### config.mk
export PLATFORM = sky130hd
export DESIGN_NAME = sarseq_top
export DESIGN_NICKNAME = d
export VERILOG_FILES = /design/src/sarseq_pkg.sv /design/src/sarseq_top.sv
export SDC_FILE = /design/constraint.sdc
export NUM_CORES = 1
export LEC_CHECK = 0
export ABC_AREA = 1
export BUFFER_PORTS_ARGS = -buffer_cell sky130_fd_sc_hd__buf_2
export CAP_MARGIN = 30
export CORE_MARGIN = 2
export CORE_UTILIZATION = 45
export CTS_CLUSTER_SIZE = 16
export DETAILED_ROUTE_END_ITERATION = 6
export HOLD_SLACK_MARGIN = 0.1
export PLACE_DENSITY = 0.66
export RECOVER_POWER = 25
export SETUP_SLACK_MARGIN = 0.2
export SLEW_MARGIN = 0
export SYNTH_ARGS = -nofsm -noshare
export SYNTH_HDL_FRONTEND = slang
export SYNTH_SLANG_ARGS = --single-unit
### constraint.sdc
create_clock -name CLK_IN -period 2.6 [get_ports CLK_IN]
set_clock_uncertainty 0.15 [all_clocks]
set_input_delay 0.26 -clock CLK_IN [delete_from_list [all_inputs] [get_ports CLK_IN]]
set_output_delay 0.26 -clock CLK_IN [all_outputs]
set_load 0.01 [all_outputs]
### src/sarseq_pkg.sv
package sarseq_pkg;

  // ****************************************************************
  // Register map (word aligned byte addresses)
  // ****************************************************************
  localparam logic [3:0] CTRL_OFS    = 4'h0; // converter_control_register
  localparam logic [3:0] CFG_OFS     = 4'h4; // converter_config_register
  localparam logic [3:0] CHAN_OFS    = 4'h8; // channel_select_register
  localparam logic [3:0] RESULT_OFS  = 4'hC; // result high:low bytes

  // Control register bit positions
  localparam int CTRL_EN_BIT    = 7;
  localparam int CTRL_DONE_BIT  = 5;
  localparam int CTRL_BUSY_BIT  = 4;
  localparam int CTRL_CM_LSB    = 0;
  localparam int CTRL_BURST_BIT = 6;

  // Config register field positions
  localparam int CFG_DIV_LSB = 3;  // sar_clock_divider, 5 bits
  localparam int CFG_RPT_LSB = 1;  // repeat count select, 2 bits
  localparam int CFG_TM_LSB  = 8;  // tracking_mode_select, 2 bits
  localparam int CFG_TK_LSB  = 10; // tracking_time_select, 2 bits
  localparam int CFG_PWR_LSB = 12; // power_up_time_select, 4 bits

  // Reset values
  localparam logic [7:0]  CTRL_RST = 8'h00;
  localparam logic [15:0] CFG_RST  = 16'h01F8;
  localparam logic [4:0]  CHAN_RST = 5'h1F;

  // Cycle counts
  localparam logic [4:0] SAR_BITS     = 5'h0D; // SAR clocks per conversion
  localparam logic [4:0] EXTRA_SUB    = 5'h02; // start and finish cycles
  localparam logic [7:0] PWRUP_UNIT   = 8'h08; // cycles per power-up step
  localparam int         TIMER_MODE16 = 1;

  // Start source encodings
  typedef enum logic [1:0] {
    SRC_SOFT  = 2'b00,
    SRC_TMR_A = 2'b01,
    SRC_PIN   = 2'b10,
    SRC_TMR_B = 2'b11
  } sarseq_src_t;

  // Tracking mode encodings
  typedef enum logic [1:0] {
    TM_RSVD = 2'b00,
    TM_POST = 2'b01,
    TM_PRE  = 2'b10,
    TM_DUAL = 2'b11
  } sarseq_tm_t;

  // Sequencer states
  typedef enum logic [2:0] {
    ST_IDLE  = 3'b000,
    ST_PWRUP = 3'b001,
    ST_TRACK = 3'b010,
    ST_CONV  = 3'b011,
    ST_DONE  = 3'b100
  } sarseq_state_t;

  // Timer overflow inputs grouped per timer
  typedef struct packed {
    logic mode16; // timer runs in 16-bit mode
    logic ovf_lo; // low byte overflow pulse
    logic ovf_hi; // high byte overflow pulse
  } sarseq_tmr_t;

  // Analog core control outputs
  typedef struct packed {
    logic       power;   // converter powered
    logic       track;   // sampling capacitor connected
    logic       convert; // SAR running
    logic       sar_clk; // SAR step enable
    logic [4:0] channel; // input_selector channel
  } sarseq_ana_t;

endpackage

### src/sarseq_top.sv
// Our own choices: the Avalon-MM interface to the registers and the register offsets.
`timescale 1ns/10ps

// Contract
// - Converter powered when enable bit set or burst conversions run.
// - Shutdown when enable bit clear and no burst activity.
// - Start-source field picks software, timer A, pin edge or timer B.
// - Software start: writing 1 to busy bit starts one conversion.
// - Busy reads 1 during conversion; its fall sets done flag.
// - Timer trigger uses low overflow in 8-bit, high in 16-bit mode.
// - External start: each rising pin edge begins a conversion.
// - Result valid whenever done flag reads 1.
// - Mode 10b converts at once, tracks whenever not converting.
// - Mode 01b tracks programmed time, converts, then disconnects input.
// - Mode 11b tracks programmed time, converts, then keeps tracking.
// - Hardware tracking lasts tracking-time interval plus 2 cycles.
// - Conversion lasts 13 SAR clocks plus 2 subsystem clocks.
// - Subsystem clock from system clock, or burst oscillator in burst.
// - SAR clock is subsystem clock divided by divider field plus 1.
// - Always tracking, converting or idle; tracking goes straight on.
// - Burst powers up, samples, accumulates, then shuts down alone.
// - 27 single-ended ground-referenced sources chosen by channel field.
// - Burst start runs repeat-count conversions; done after all.
// - Burst from shutdown waits power-up time before tracking.
module sarseq_top (
  input  wire logic                   CLK_IN,
  input  wire logic                   RSTN_IN,
  input  wire logic [3:0]             AVS_ADDRESS_IN,
  input  wire logic                   AVS_READ_IN,
  input  wire logic                   AVS_WRITE_IN,
  input  wire logic [31:0]            AVS_WRITEDATA_IN,
  input  wire logic [3:0]             AVS_BYTEENABLE_IN,
  output logic      [31:0]            AVS_READDATA_OUT,
  output logic                        AVS_WAITREQUEST_OUT,
  input  wire sarseq_pkg::sarseq_tmr_t TMR_A_IN,
  input  wire sarseq_pkg::sarseq_tmr_t TMR_B_IN,
  input  wire logic                   EXT_START_IN,
  input  wire logic                   BURST_CLK_EN_IN,
  input  wire logic [11:0]            SAR_CODE_IN,
  output sarseq_pkg::sarseq_ana_t     ANA_OUT,
  output logic                        BUSY_OUT,
  output logic                        DONE_OUT
);
  import sarseq_pkg::*;

  // ****************************************************************
  // Helpers
  // ****************************************************************
  // Tracking interval in subsystem cycles, plus the 2 fixed cycles
  function automatic logic [7:0] track_len(input logic [1:0] tk);
    track_len = 8'((8'h01 << (3'(tk) + 3'h1)) + 8'(EXTRA_SUB));
  endfunction

  // Number of conversions in one burst
  function automatic logic [4:0] rpt_count(input logic [1:0] r);
    case (r)
      2'b00:   rpt_count = 5'h01;
      2'b01:   rpt_count = 5'h04;
      2'b10:   rpt_count = 5'h08;
      default: rpt_count = 5'h10;
    endcase
  endfunction

  logic [7:0]  ctrl_reg;
  logic [15:0] cfg_reg;
  logic [4:0]  chan_reg;
  logic [15:0] result_reg;
  logic [15:0] acc_reg;
  logic        busy_reg;
  logic        done_reg;
  logic        soft_start;
  logic        ack_reg;
  logic        ext_s1_reg;
  logic        ext_s2_reg;
  logic        ext_d_reg;
  logic [4:0]  div_cnt_reg;
  logic        sar_tick;
  logic        sub_tick;
  logic        start_raw;
  logic        start_go;
  logic        finish;
  logic [7:0]  cnt_reg;
  logic [4:0]  sar_cnt_reg;
  logic [4:0]  rpt_left_reg;
  sarseq_state_t state_reg;
  sarseq_tm_t    tm;
  logic          burst;
  logic          hit;

  assign tm    = sarseq_tm_t'(cfg_reg[CFG_TM_LSB +: 2]);
  assign burst = ctrl_reg[CTRL_BURST_BIT];
  assign hit   = (AVS_READ_IN | AVS_WRITE_IN) & ~ack_reg;

  // ****************************************************************
  // Avalon slave: one wait cycle, answer on the second edge
  // ****************************************************************
  // Waitrequest high until the access is acknowledged
  always_ff @(posedge CLK_IN or negedge RSTN_IN) begin
    if (!RSTN_IN) begin
      ack_reg             <= 1'b0;
      AVS_WAITREQUEST_OUT <= 1'b1;
    end else begin
      ack_reg             <= hit;
      AVS_WAITREQUEST_OUT <= ~hit;
    end
  end

  // Read mux; unmapped addresses read zero
  always_ff @(posedge CLK_IN or negedge RSTN_IN) begin
    if (!RSTN_IN) begin
      AVS_READDATA_OUT <= 32'h0000_0000;
    end else if (hit && AVS_READ_IN) begin
      case (AVS_ADDRESS_IN)
        CTRL_OFS:   AVS_READDATA_OUT <= {24'h000000, ctrl_reg[7:6],
                                         done_reg, busy_reg,
                                         ctrl_reg[3:0]};
        CFG_OFS:    AVS_READDATA_OUT <= {16'h0000, cfg_reg};
        CHAN_OFS:   AVS_READDATA_OUT <= {27'h0000000, chan_reg};
        RESULT_OFS: AVS_READDATA_OUT <= {16'h0000, result_reg};
        default:    AVS_READDATA_OUT <= 32'h0000_0000;
      endcase
    end
  end

  // Writable configuration; busy and done handled below
  always_ff @(posedge CLK_IN or negedge RSTN_IN) begin
    if (!RSTN_IN) begin
      ctrl_reg <= CTRL_RST;
      cfg_reg  <= CFG_RST;
      chan_reg <= CHAN_RST;
    end else if (hit && AVS_WRITE_IN) begin
      if (AVS_ADDRESS_IN == CTRL_OFS && AVS_BYTEENABLE_IN[0]) begin
        ctrl_reg <= AVS_WRITEDATA_IN[7:0];
      end
      if (AVS_ADDRESS_IN == CFG_OFS) begin
        if (AVS_BYTEENABLE_IN[0]) cfg_reg[7:0] <= AVS_WRITEDATA_IN[7:0];
        if (AVS_BYTEENABLE_IN[1]) cfg_reg[15:8] <= AVS_WRITEDATA_IN[15:8];
      end
      if (AVS_ADDRESS_IN == CHAN_OFS && AVS_BYTEENABLE_IN[0]) begin
        chan_reg <= AVS_WRITEDATA_IN[4:0];
      end
    end
  end

  assign soft_start = hit && AVS_WRITE_IN && AVS_ADDRESS_IN == CTRL_OFS
                      && AVS_BYTEENABLE_IN[0]
                      && AVS_WRITEDATA_IN[CTRL_BUSY_BIT];

  // ****************************************************************
  // Start sources
  // ****************************************************************
  // Pin crosses in through two flops before the edge detector
  always_ff @(posedge CLK_IN or negedge RSTN_IN) begin
    if (!RSTN_IN) begin
      ext_s1_reg <= 1'b0;
      ext_s2_reg <= 1'b0;
      ext_d_reg  <= 1'b0;
    end else begin
      ext_s1_reg <= EXT_START_IN;
      ext_s2_reg <= ext_s1_reg;
      ext_d_reg  <= ext_s2_reg;
    end
  end

  // Pick one trigger; timers use the byte that matches their width
  always_comb begin
    case (sarseq_src_t'(ctrl_reg[CTRL_CM_LSB +: 2]))
      SRC_SOFT:  start_raw = soft_start;
      SRC_TMR_A: start_raw = TMR_A_IN.mode16 ? TMR_A_IN.ovf_hi
                                             : TMR_A_IN.ovf_lo;
      SRC_PIN:   start_raw = ext_s2_reg & ~ext_d_reg;
      SRC_TMR_B: start_raw = TMR_B_IN.mode16 ? TMR_B_IN.ovf_hi
                                             : TMR_B_IN.ovf_lo;
      default:   start_raw = 1'b0;
    endcase
  end

  // Reserved mode and busy sequencer drop the start
  assign start_go = start_raw && tm != TM_RSVD
                    && (ctrl_reg[CTRL_EN_BIT] || burst)
                    && state_reg == ST_IDLE;

  // ****************************************************************
  // Subsystem and SAR clock enables
  // ****************************************************************
  // Burst mode steps on the oscillator's enable pulse instead
  assign sub_tick = burst ? BURST_CLK_EN_IN : 1'b1;

  // SAR step every divider+1 cycles; held until the start cycles pass
  always_ff @(posedge CLK_IN or negedge RSTN_IN) begin
    if (!RSTN_IN) begin
      div_cnt_reg <= 5'h00;
    end else if (state_reg != ST_CONV) begin
      div_cnt_reg <= 5'h00;
    end else if (sub_tick && cnt_reg == 8'h00) begin
      if (div_cnt_reg == cfg_reg[CFG_DIV_LSB +: 5]) begin
        div_cnt_reg <= 5'h00;
      end else begin
        div_cnt_reg <= div_cnt_reg + 5'h01;
      end
    end
  end
  assign sar_tick = sub_tick && state_reg == ST_CONV && cnt_reg == 8'h00
                    && sar_cnt_reg != SAR_BITS // No step in finish cycle
                    && div_cnt_reg == cfg_reg[CFG_DIV_LSB +: 5];

  // ****************************************************************
  // Sequencer
  // ****************************************************************
  // cnt_reg counts subsystem cycles; sar_cnt_reg counts SAR steps
  assign finish = sub_tick && state_reg == ST_CONV && cnt_reg == 8'h00
                  && sar_cnt_reg == SAR_BITS;
  always_ff @(posedge CLK_IN or negedge RSTN_IN) begin
    if (!RSTN_IN) begin
      state_reg    <= ST_IDLE;
      cnt_reg      <= 8'h00;
      sar_cnt_reg  <= 5'h00;
      rpt_left_reg <= 5'h00;
    end else begin
      case (state_reg)
        ST_IDLE: begin
          if (start_go) begin
            rpt_left_reg <= burst ? rpt_count(cfg_reg[CFG_RPT_LSB +: 2])
                                  : 5'h01;
            if (burst && !ctrl_reg[CTRL_EN_BIT]) begin
              state_reg <= ST_PWRUP;
              cnt_reg   <= 8'(cfg_reg[CFG_PWR_LSB +: 4] * PWRUP_UNIT);
            end else if (tm == TM_PRE) begin
              state_reg <= ST_CONV;
              cnt_reg   <= 8'(EXTRA_SUB - 5'h01);
            end else begin
              state_reg <= ST_TRACK;
              cnt_reg   <= track_len(cfg_reg[CFG_TK_LSB +: 2]) - 8'h01;
            end
            sar_cnt_reg <= 5'h00;
          end
        end
        ST_PWRUP: if (sub_tick) begin
          if (cnt_reg == 8'h00) begin
            state_reg <= ST_TRACK;
            cnt_reg   <= track_len(cfg_reg[CFG_TK_LSB +: 2]) - 8'h01;
          end else begin
            cnt_reg <= cnt_reg - 8'h01;
          end
        end
        ST_TRACK: if (sub_tick) begin
          if (cnt_reg == 8'h00) begin
            state_reg <= ST_CONV;
            cnt_reg   <= 8'(EXTRA_SUB - 5'h01);
          end else begin
            cnt_reg <= cnt_reg - 8'h01;
          end
        end
        ST_CONV: if (sub_tick) begin
          if (finish) begin
            if (rpt_left_reg > 5'h01) begin
              rpt_left_reg <= rpt_left_reg - 5'h01;
              state_reg    <= ST_TRACK;
              cnt_reg <= track_len(cfg_reg[CFG_TK_LSB +: 2]) - 8'h01;
              sar_cnt_reg  <= 5'h00;
            end else begin
              state_reg <= ST_DONE;
            end
          end else if (cnt_reg != 8'h00) begin
            cnt_reg <= cnt_reg - 8'h01;
          end else if (sar_tick) begin
            sar_cnt_reg <= sar_cnt_reg + 5'h01;
          end
        end
        ST_DONE: state_reg <= ST_IDLE;
        default: state_reg <= ST_IDLE;
      endcase
    end
  end

  // Accumulate each code; result loads once the series ends
  always_ff @(posedge CLK_IN or negedge RSTN_IN) begin
    if (!RSTN_IN) begin
      acc_reg    <= 16'h0000;
      result_reg <= 16'h0000;
    end else if (start_go) begin
      acc_reg <= 16'h0000;
    end else if (finish) begin
      acc_reg <= acc_reg + {4'h0, SAR_CODE_IN};
    end else if (state_reg == ST_DONE) begin
      result_reg <= acc_reg;
    end
  end

  // Busy follows the sequence; its fall sets done, set beats clear
  always_ff @(posedge CLK_IN or negedge RSTN_IN) begin
    if (!RSTN_IN) begin
      busy_reg <= 1'b0;
      done_reg <= 1'b0;
    end else begin
      busy_reg <= start_go || (busy_reg && state_reg != ST_DONE);
      if (busy_reg && state_reg == ST_DONE) begin
        done_reg <= 1'b1;
      end else if (soft_start || (hit && AVS_WRITE_IN
                   && AVS_ADDRESS_IN == CTRL_OFS && AVS_BYTEENABLE_IN[0]
                   && !AVS_WRITEDATA_IN[CTRL_DONE_BIT])) begin
        done_reg <= 1'b0;
      end
    end
  end

  // ****************************************************************
  // Analog control outputs
  // ****************************************************************
  // Tracking after conversion depends on mode; post mode floats input
  always_ff @(posedge CLK_IN or negedge RSTN_IN) begin
    if (!RSTN_IN) begin
      ANA_OUT  <= '0;
      BUSY_OUT <= 1'b0;
      DONE_OUT <= 1'b0;
    end else begin
      ANA_OUT.power   <= ctrl_reg[CTRL_EN_BIT]
                         || (burst && state_reg != ST_IDLE);
      ANA_OUT.track   <= state_reg == ST_TRACK
                         || (state_reg == ST_IDLE && ctrl_reg[CTRL_EN_BIT]
                             && (tm == TM_PRE || tm == TM_DUAL));
      ANA_OUT.convert <= state_reg == ST_CONV;
      ANA_OUT.sar_clk <= sar_tick;
      ANA_OUT.channel <= chan_reg;
      BUSY_OUT        <= busy_reg;
      DONE_OUT        <= done_reg;
    end
  end
endmodule

## After elaboration in Yosys (flattened, before gate mapping)

Index checks and enable logic that the tools add are counted.

| word-level totals | value |
|---|---|
| bits in registers | 137 |
| input port bits | 64 |
| output and inout bits | 44 |
| word-level logic and storage cells | 177 |

| operators by class | value |
|---|---|
| $add $sub $neg | 8 |
| order comparisons | 1 |
| equality and inequality tests | 31 |
| shifts and indexed selects | 1 |
| multiplexer cells | 49 |
| bitwise gates (word level) | 8 |
| reduce and logical (&&, ||, !) cells | 53 |

Operator list:

| operator | number |
|---|---|
| 8-bit 2-to-1 mux | 11 |
| 5-bit 2-to-1 mux | 14 |
| 16-bit one-hot mux with 4 select lines | 1 |
| 16-bit 2-to-1 mux | 2 |
| 8-bit one-hot mux with 4 select lines | 1 |
| 3-bit 2-to-1 mux | 8 |
| 1-bit logical AND | 23 |
| 5-bit one-hot mux with 2 select lines | 2 |
| 16-bit by 12-bit adder with 16-bit output | 1 |
| 2-bit inequality test, second input constant | 8 |
| 8-bit by 1-bit subtractor with 8-bit output, second input constant | 2 |
| 3-bit inequality test, second input constant | 5 |
| 5-bit one-hot mux with 3 select lines | 1 |
| 7-bit AND reduction | 2 |
| 3-bit one-hot mux with 4 select lines | 1 |
| 5-bit by 1-bit adder with 5-bit output, second input constant | 2 |
| 2-bit == test, second input constant | 5 |
| 2-bit nonzero test | 5 |
| 3-bit AND reduction | 3 |
| 8-bit by 2-bit adder with 8-bit output, second input constant | 1 |
| 4-bit == test, second input constant | 2 |
| 8-bit logical NOT | 1 |
| 8-bit nonzero test | 1 |
| 1-bit by 3-bit left shift with 8-bit output, first input constant | 1 |
| 28 further kinds | 48 |

## Depth between registers and ports, before layout

Gate-level depths: netlist of run 1.

| logic depth | value |
|---|---|
| depth after elaboration | 12 |
| mapped depth | 12 |
| gate-level depth less buffers | 11 |

## Worst setup path before layout of run 1

OpenSTA, ideal clock, no wires.

| path | value |
|---|---|
| kind | register to register |
| start point | register cnt_reg[0] |
| end point | register sar_cnt_reg[3] |
| setup time | 0.117 ns |
| arrival | 1.559 ns |
| required time | 2.333 ns |
| setup slack | 0.775 ns |
| stages on the path, launching flop included | 13 |
| path buffers | 1 |
| period minus slack after synthesis | 1.825 ns |
| cells stage by stage | dfrtp_1 > inv_1 > ha_1 > nand2_1 > nor2_2 > buf_6 > inv_2 > o21ai_2 > o21ai_1 > nor2_4 > nand2_2 > nand2_1 > nand2_1 |

| between the ends | value |
|---|---|
| cells in the longest elaborated chain, start to end | 6 |
| elaborated cells between the ends (all ways) | 13 |
| those cells by class | eq/ne: 3; mux: 3; reduce/logical: 7 |

RTL lines:

| element | line | source |
|---|---|---|
| start: declaration | sarseq_top.sv:82 | `logic [7:0] cnt_reg;` |
| start signal: assignment | sarseq_top.sv:227 | `cnt_reg <= 8'(cfg_reg[CFG_PWR_LSB +: 4] * PWRUP_UNIT);` |
| start signal: assignment | sarseq_top.sv:230 | `cnt_reg <= 8'(EXTRA_SUB - 5'h01);` |
| start signal: assignment | sarseq_top.sv:233 | `cnt_reg <= track_len(cfg_reg[CFG_TK_LSB +: 2]) - 8'h01;` |
| 8-bit logical NOT | sarseq_top.sv:203, sarseq_top.sv:211 |  |
| 1-bit logical AND | sarseq_top.sv:203, sarseq_top.sv:211 |  |
| 1-bit logical AND, on equally long branches | sarseq_top.sv:204, sarseq_top.sv:212 |  |
| 1-bit logical AND / 5-bit 2-to-1 mux (equally long branches) | sarseq_top.sv:205, sarseq_top.sv:255 |  |
| 3-bit inequality test (no line) / 5-bit 2-to-1 mux (equally long branches) | - |  |
| 6-bit AND reduction (no line) / 5-bit one-hot mux with 2 select lines (equally long branches) | - |  |
| end signal: assignment | sarseq_top.sv:267 | `sar_cnt_reg <= sar_cnt_reg + 5'h01;` |
| end: declaration | sarseq_top.sv:83 | `logic [4:0] sar_cnt_reg;` |

Parallel ways exist; a longest one is shown, timed or not. The select of a mux whose other input is x is not followed.
A chain may end at the register's enable or synchronous reset.

## Final worst setup path of run 1

| path | value |
|---|---|
| start point | register cnt_reg[0] |
| end point | register sar_cnt_reg[1] |

Same word-level chain as after synthesis.

==> flow_metrics.py, run 1 <==
metrics = {
    "finish": {
        "syn2layout_area_growth_pct": 21.64,
        "fillCellCount": 1288,
        "drive_above_1_share_pct": 17.11,
        "postLayoutCoreUtil_pct": 56.42,
        "multi_input_area_mm2": 0.003034,
        "n_antenna_cell": 0,
        "regArea_mm2": 0.002993,
        "final_common_cell": "nand2_1",
        "layout.cells.most_common_list": "nand2_1, dfrtp_1, inv_1",
        "nNetsFinal": 1018,
    },
    "clock_tree": {
        "cts_setup_buffers": 0,
        "clkLatencyLatePin_ns": 0.43,
        "cts.sinks": 119,
        "clockBufferDepth": 2,
        "cts_buffers": 17,
        "clock-root-buffer": "clkbuf_16",
        "path_clk_slew_ns": 0.06,
        "cts.htree.levels": 4,
        "cts_tree": "yes",
    },
    "setup_path": {
        "start_kind": "flop",
        "cp.required_ns": 2.76,
        "end_kind": "flop",
        "path_class": "reg2reg",
        "cp.arrival_ns": 2.35,
        "worst-path-max-fanout": 6,
    },
    "drt": {
        "wl_met1_um": 7096,
        "firstDrtPassIters": 4,
        "vias": 5560,
        "drcViolationCount": 0,
        "drt_wl_total_um": 15240,
        "wl_per_cell_um": 13.52,
        "drtAntennaViolNets": 0,
        "highest_layer": "met4",
        "wl_met3_um": 744,
        "vias_per_cell": 4.933,
        "drt-initial-drc-count": 337,
        "dr_wl_met2_um": 7080,
    },
    "floorplanning": {
        "die_y_um": 124.1,
        "dieWidth_um": 124.1,
        "ioPinCount": 108,
        "start_util_pct": 46.39,
        "row_count": 43,
        "die_area_mm2": 0.01540,
        "coreArea_mm2": 0.01399,
    },
    "sta": {
        "slew_viol_final": 27,
        "max_freq_mhz": 457.1,
        "rsz0062_at_grt": "no",
        "hold_viol": 0,
        "finalSetupViolCount": 0,
        "setup_tns_ns": 0,
        "max_slew_margin_pct": -0.2429,
        "fin_crit_sh_pct": 84.14,
        "layout_min_cycle_time_ns": 2.188,
        "hold_slack_ns": 0.1653,
        "worstMarginPinSlew_ns": 1.504,
    },
    "synth": {
        "synth_area_mm2": 0.006489,
        "synth_edf_count": 0,
        "ys_top_cells_by_area": "dfrtp_1, nand2_1, o21ai_0",
        "synth_cell_type_count": 46,
        "yosys_warnings": 0,
        "syn-instance-count": 824,
        "ys_seq_area_share_pct": 46.12,
        "async_reset_ff_share_pct": 100.0,
        "avgSynthCellArea_um2": 7.875,
        "synth_top_flop_cell": "dfrtp_1",
        "ys_ff_latch": 119,
        "netlist.area_leader.share_pct": 41.26,
        "synth_area_leader_cell": "dfrtp_1",
    },
    "power_and_ir_drop": {
        "p_leak_uw": 0.004073,
        "power.density_mw_per_mm2": 886.6,
        "total_power_uw": 6997,
        "ir_worst_vdd_mv": 0.5762,
    },
    "status": {
        "status": "complete, but fails checks",
        "violations": "max-capacitance violations, max-slew violations",
    },
    "placement": {
        "hpwlAfterDp_um": 11220,
        "io_buffers": 73,
        "place_congestion": 0.8729,
    },
    "global_routing": {
        "grt_max_degree": 67,
        "grt_pass1_wl_um": 25110,
        "grt.total_usage_pct": 21.28,
        "overflow": 0,
        "grt_antenna_before_repair": 0,
        "grt_pass1_vias": 5116,
    },
    "job": {
        "cap_violations": 1,
    },
    "hold_path": {
        "hold_path_class": "in2reg",
    },
}
[critical path: stages, from the launching register on]
cell     delay (ns)
dfrtp_1        0.38
inv_1          0.15
ha_1           0.17
nand2_1        0.08
nor2_4         0.20
buf_4          0.19
inv_2          0.06
o21ai_2        0.11
o21ai_1        0.12
nor2_4         0.19
nand2_2        0.12
nand2_1        0.09
nand2_1        0.06
[synth_stat cells (3+ instances only)]
cell,instances
a21o_1,4
a21oi_1,35
buf_2,4
buf_4,16
clkbuf_1,9
dfrtp_1,107
dfstp_2,12
ha_1,19
inv_1,81
inv_2,8
nand2_1,259
nand2_2,5
nand3_1,45
nand3_2,5
nand4_1,8
nand4_2,5
nor2_1,61
nor2_2,6
nor2_4,5
nor3_1,3
o2111ai_1,4
o21ai_0,64
o21ai_1,9
o22ai_1,10
xnor2_1,12
xor2_1,8
[cell families after synthesis]
logic type                 count (synthesis)  synth area share [%]
other                                      1               0.05779
xor gates and xnor gates                  20                 2.700
buffers and inverters                    120                 8.060
adders and majority gates                 20                 3.972
and+or+nand+nor                          408                 27.52
AOI/OAI and AO/OA                        135                 11.40
muxes                                      1                0.1735
DFF                                      119                 46.12
[metrics by stage]
| step | worst slack [ns] | cells | area (um2) |
|---|---|---|---|
| CTS | 0.3301 | 1127 | 7895 |
| global placement | 0.3987 | 1074 | 7056 |
| detailed placement | 0.3786 | 1074 | 7056 |
| global route | 0.2484 | 1127 | 7893 |
| finish | 0.4125 | 1127 | 7893 |
| floorplan | 0.7747 | 839 | 6545 |
[report_power, final]
part | switching, uW | internal (uW)
logic | 1380 | 716
registers | 235 | 2170
clock network | 893 | 1600
total | 2510 | 4490
[cell type report]
cell class	count	share of cell area [%]
clock buffers	17	5.390
clock inverters	15	2.584
inverters	90	4.280
well taps	180	2.854
repair buffers	106	8.529
flip-flops and latches	119	37.92
multi-input cells	600	38.44
[layer usage]
metal	GRT usage, %	vias to the layer above
met1	28.88	2559
met4	7.514	0
met3	5.174	25
met5	0	-
met2	33.30	121
li1	-	2855
[final timing paths]
path                                      start  slack (ns)  cells past startpoint        endpoint
min in group asynchronous               RSTN_IN        0.58                      2      ext_s1_reg
setup / recovery                     cnt_reg[0]        0.41                     12  sar_cnt_reg[1]
hold / removal             AVS_BYTEENABLE_IN[1]        0.17                      4      cfg_reg[8]
max in group asynchronous               RSTN_IN        0.57                      3      cfg_reg[3]
hold reg to reg                      ext_s1_reg        0.21                      0      ext_s2_reg
setup reg to reg                     cnt_reg[0]        0.41                     12  sar_cnt_reg[1]
[what timing repair did]
item / in CTS / in global routing
hold buffers: 21 / 0
hold endpoints to repair: 146 / 0
setup endpoints to repair: 0 / 1
resized for setup: 0 / 1
Note: power is estimated with default switching activity, not from simulation.
==> inputs of run 2 (changes only) <==
--- a/config.mk
+++ b/config.mk
@@ -13,7 +13,7 @@
 export CTS_CLUSTER_SIZE = 16
 export DETAILED_ROUTE_END_ITERATION = 6
 export HOLD_SLACK_MARGIN = 0.1
-export PLACE_DENSITY = 0.66
+export PLACE_DENSITY = 0.69
 export RECOVER_POWER = 25
 export SETUP_SLACK_MARGIN = 0.2
 export SLEW_MARGIN = 0
==> constraint.sdc (replaced) <==
create_clock -name CLK_IN -period 1.8 [get_ports CLK_IN]
set_clock_uncertainty 0.15 [all_clocks]
set_input_delay 0.18 -clock CLK_IN [delete_from_list [all_inputs] [get_ports CLK_IN]]
set_output_delay 0.18 -clock CLK_IN [all_outputs]
set_load 0.01 [all_outputs]
==> run 2 against run 1 <==
  * The run ends with negative setup slack left
  * Worst hold slack got worse by 0.075 ns
  * Sequential share of layout area decreased by 4.9 points
  * Clock power up 40%
  * Sequential power increased by 43%
  * Flip-flop and latch count did not move
  * Wire length up 15%
  * Non-clock buffer count is 73 higher
  * Highest routed layer unchanged
==> flow_metrics.py, run 2 (synthesis results as in run 1) <==
metrics = {
    "status": {
        "status": "complete, but fails checks",
        "violations": "negative setup slack",
    },
    "sta": {
        "layout_min_cycle_time_ns": 1.921,
        "worstMarginPinSlew_ns": 0.7173,
        "setup_tns_ns": -1.419,
        "hold_viol": 0,
        "finalWorstSetupSlack_ns": -0.1211,
        "max_freq_mhz": 520.5,
        "slew_viol_final": 0,
        "max_slew_margin_pct": 52.18,
        "rsz0062_at_grt": "yes",
        "finalSetupViolCount": 26,
        "fin_crit_sh_pct": 106.7,
    },
    "power_and_ir_drop": {
        "p_seq_share_pct": 30.5,
        "combPwrFrac_pct": 38.3,
        "p_sw_share_pct": 36.16,
        "p_sw_uw": 4053,
        "internal-power_uw": 7155,
        "p_clk_share_pct": 31.1,
        "power.density_mw_per_mm2": 1235,
        "p_leak_uw": 0.004546,
        "ir_worst_vdd_mv": 0.8460,
        "total_power_uw": 11210,
    },
    "finish": {
        "multi_input_area_mm2": 0.003582,
        "regArea_mm2": 0.002995,
        "fin_area_mm2": 0.009079,
        "nNetsFinal": 1094,
        "final_common_cell": "nand2_1",
        "layout.cells.most_common_list": "nand2_1, dfrtp_1, inv_1",
        "syn2layout_area_growth_pct": 39.92,
        "drive_above_1_share_pct": 31.57,
        "fillCellCount": 1126,
        "final_cells": 1205,
    },
    "placement": {
        "place_congestion": 0.8885,
        "hpwlAfterDp_um": 11820,
        "io_buffers": 73,
        "dp_slack_ns": -0.05099,
        "placed_cell_area_mm2": 0.007599,
        "dpl.cell_count": 1125,
    },
    "clock_tree": {
        "clkLatencyLatePin_ns": 0.41,
        "cts.htree.levels": 4,
        "cts_buffers": 17,
        "cts.sinks": 119,
        "cts_tree": "yes",
        "clock-root-buffer": "clkbuf_16",
        "clockBufferDepth": 2,
        "path_clk_slew_ns": 0.06,
    },
    "setup_path": {
        "crit_chain": "inv_2 > ha_4 > nand2_4 > nor2_4 > buf_6 > inv_6 > o21ai_4 > o21ai_4 > nor2_4 > buf_6 > nand3_2 > nand2_1",
        "worst-path-max-fanout": 4,
        "cp.arrival_ns": 2.12,
        "critPathBufInv": 4,
        "slowest_stage": "dfrtp_1",
        "path_delay_family": "simple AND/OR/NAND/NOR gates",
        "end_kind": "flop",
        "start_kind": "flop",
        "worst_path_largest_cell_delay_ns": 0.40,
        "path_class": "reg2reg",
        "cp.required_ns": 2.00,
    },
    "drt": {
        "drcViolationCount": 0,
        "drt-initial-drc-count": 407,
        "drt_wl_total_um": 17490,
        "vias_per_cell": 5.087,
        "drtAntennaViolNets": 0,
        "vias": 6130,
        "wl_per_cell_um": 14.51,
        "firstDrtPassIters": 5,
    },
    "global_routing": {
        "busiest_layer": "met2",
        "grt_use_met2_pct": 41.19,
        "grt_max_degree": 50,
        "grt_use_met1_pct": 30.48,
        "grt_antenna_before_repair": 2,
        "use_met3_pct": 4.396,
        "overflow": 0,
        "grt_pass1_wl_um": 29000,
        "grt.total_usage_pct": 24.09,
        "grt_pass1_vias": 6114,
    },
    "floorplanning": {
        "dieWidth_um": 124.1,
        "die_y_um": 124.1,
        "start_util_pct": 46.39,
        "coreArea_mm2": 0.01399,
        "ioPinCount": 108,
        "die_area_mm2": 0.01540,
        "row_count": 43,
    },
    "job": {
        "cap_violations": 0,
    },
    "hold_path": {
        "hold_path_class": "in2reg",
    },
}
run 2: changes by cell type in the layout (fill, tap and decap cells not counted), moves of 8 or more:
| cell | before | now |
|---|---|---|
| nand2_1 | 259 | 244 |
| ha_1 | 19 | 6 |
| nand3_2 | 5 | 16 |
| buf_4 | 10 | 69 |
| a21oi_2 | 1 | 9 |
| nor2_1 | 61 | 51 |
| ha_4 | 0 | 10 |
| o21ai_0 | 64 | 48 |
| nand3_1 | 45 | 30 |
| o21ai_1 | 9 | 20 |
| buf_6 | 0 | 16 |
| a21oi_1 | 35 | 26 |
| nand2_4 | 1 | 9 |
run 2: worst reg2reg max path, cell delays in order (launching register included):
cell	delay, ns
dfrtp_1	0.40
inv_2	0.09
ha_4	0.13
nand2_4	0.05
nor2_4	0.19
buf_6	0.15
inv_6	0.04
o21ai_4	0.16
o21ai_4	0.09
nor2_4	0.15
buf_6	0.14
nand3_2	0.06
nand2_1	0.06
run 2: per-layer routing:
metal	vias to the layer above	share of wire (%)	wire length [um]
met5	-	0	0
met4	0	2.3	402
met3	31	4.6	798
met2	139	50	8800
met1	2946	43	7484
li1	3014	-	-
run 2: final cells by class:
cell class	count	area share, %
multi-input combinational	601	39.46
sequential	119	32.99
timing repair buffer	179	14.14
clock buffer	19	4.879
inverter	90	3.955
tap	180	2.481
clock inverter	13	1.874
timing repair inverter	2	0.1654
antenna	2	0.05513
run 2: through the flow:
stage	hold slack [ns]	util, %
final	0.09032	64.90
after global routing	0.1069	64.88
after CTS	0.06662	63.61
after detailed placement	-0.007625	54.32
after global placement	-0.006981	54.32
after floorplan	-0.2656	-
run 2: final timing paths:
| path | from | endpoint | slack, ns | depth (start not counted) |
|---|---|---|---|---|
| setup / recovery | cnt_reg[0] | sar_cnt_reg[3] | -0.12 | 12 |
| hold / removal | SAR_CODE_IN[7] | acc_reg[7] | 0.09 | 4 |
| setup reg to reg | cnt_reg[0] | sar_cnt_reg[3] | -0.12 | 12 |
| hold reg to reg | ext_s1_reg | ext_s2_reg | 0.20 | 0 |
| max in group asynchronous | RSTN_IN | state_reg[0] | 0.22 | 3 |
| min in group asynchronous | RSTN_IN | sar_cnt_reg[0] | 0.21 | 2 |
run 2: repair_timing:
| action | in CTS | in global routing |
|---|---|---|
| resized for setup | 82 | 38 |
| cloned | 3 | 0 |
| hold buffers | 20 | 0 |
| endpoints found under the hold margin | 145 | 0 |
| buffers inserted | 16 | 7 |
| pin swaps | 48 | 20 |
| endpoints found under the setup margin | 58 | 63 |
run 2: power by group through the flow:
stage	Clock [uW]	Combinational, uW	Sequential, uW
final	3490	4300	3420
after detailed placement	0	3460	3450
after floorplan	0	2280	3490
after global routing	3660	4730	3470
after CTS	3530	4030	3410
after global placement	0	3410	3440
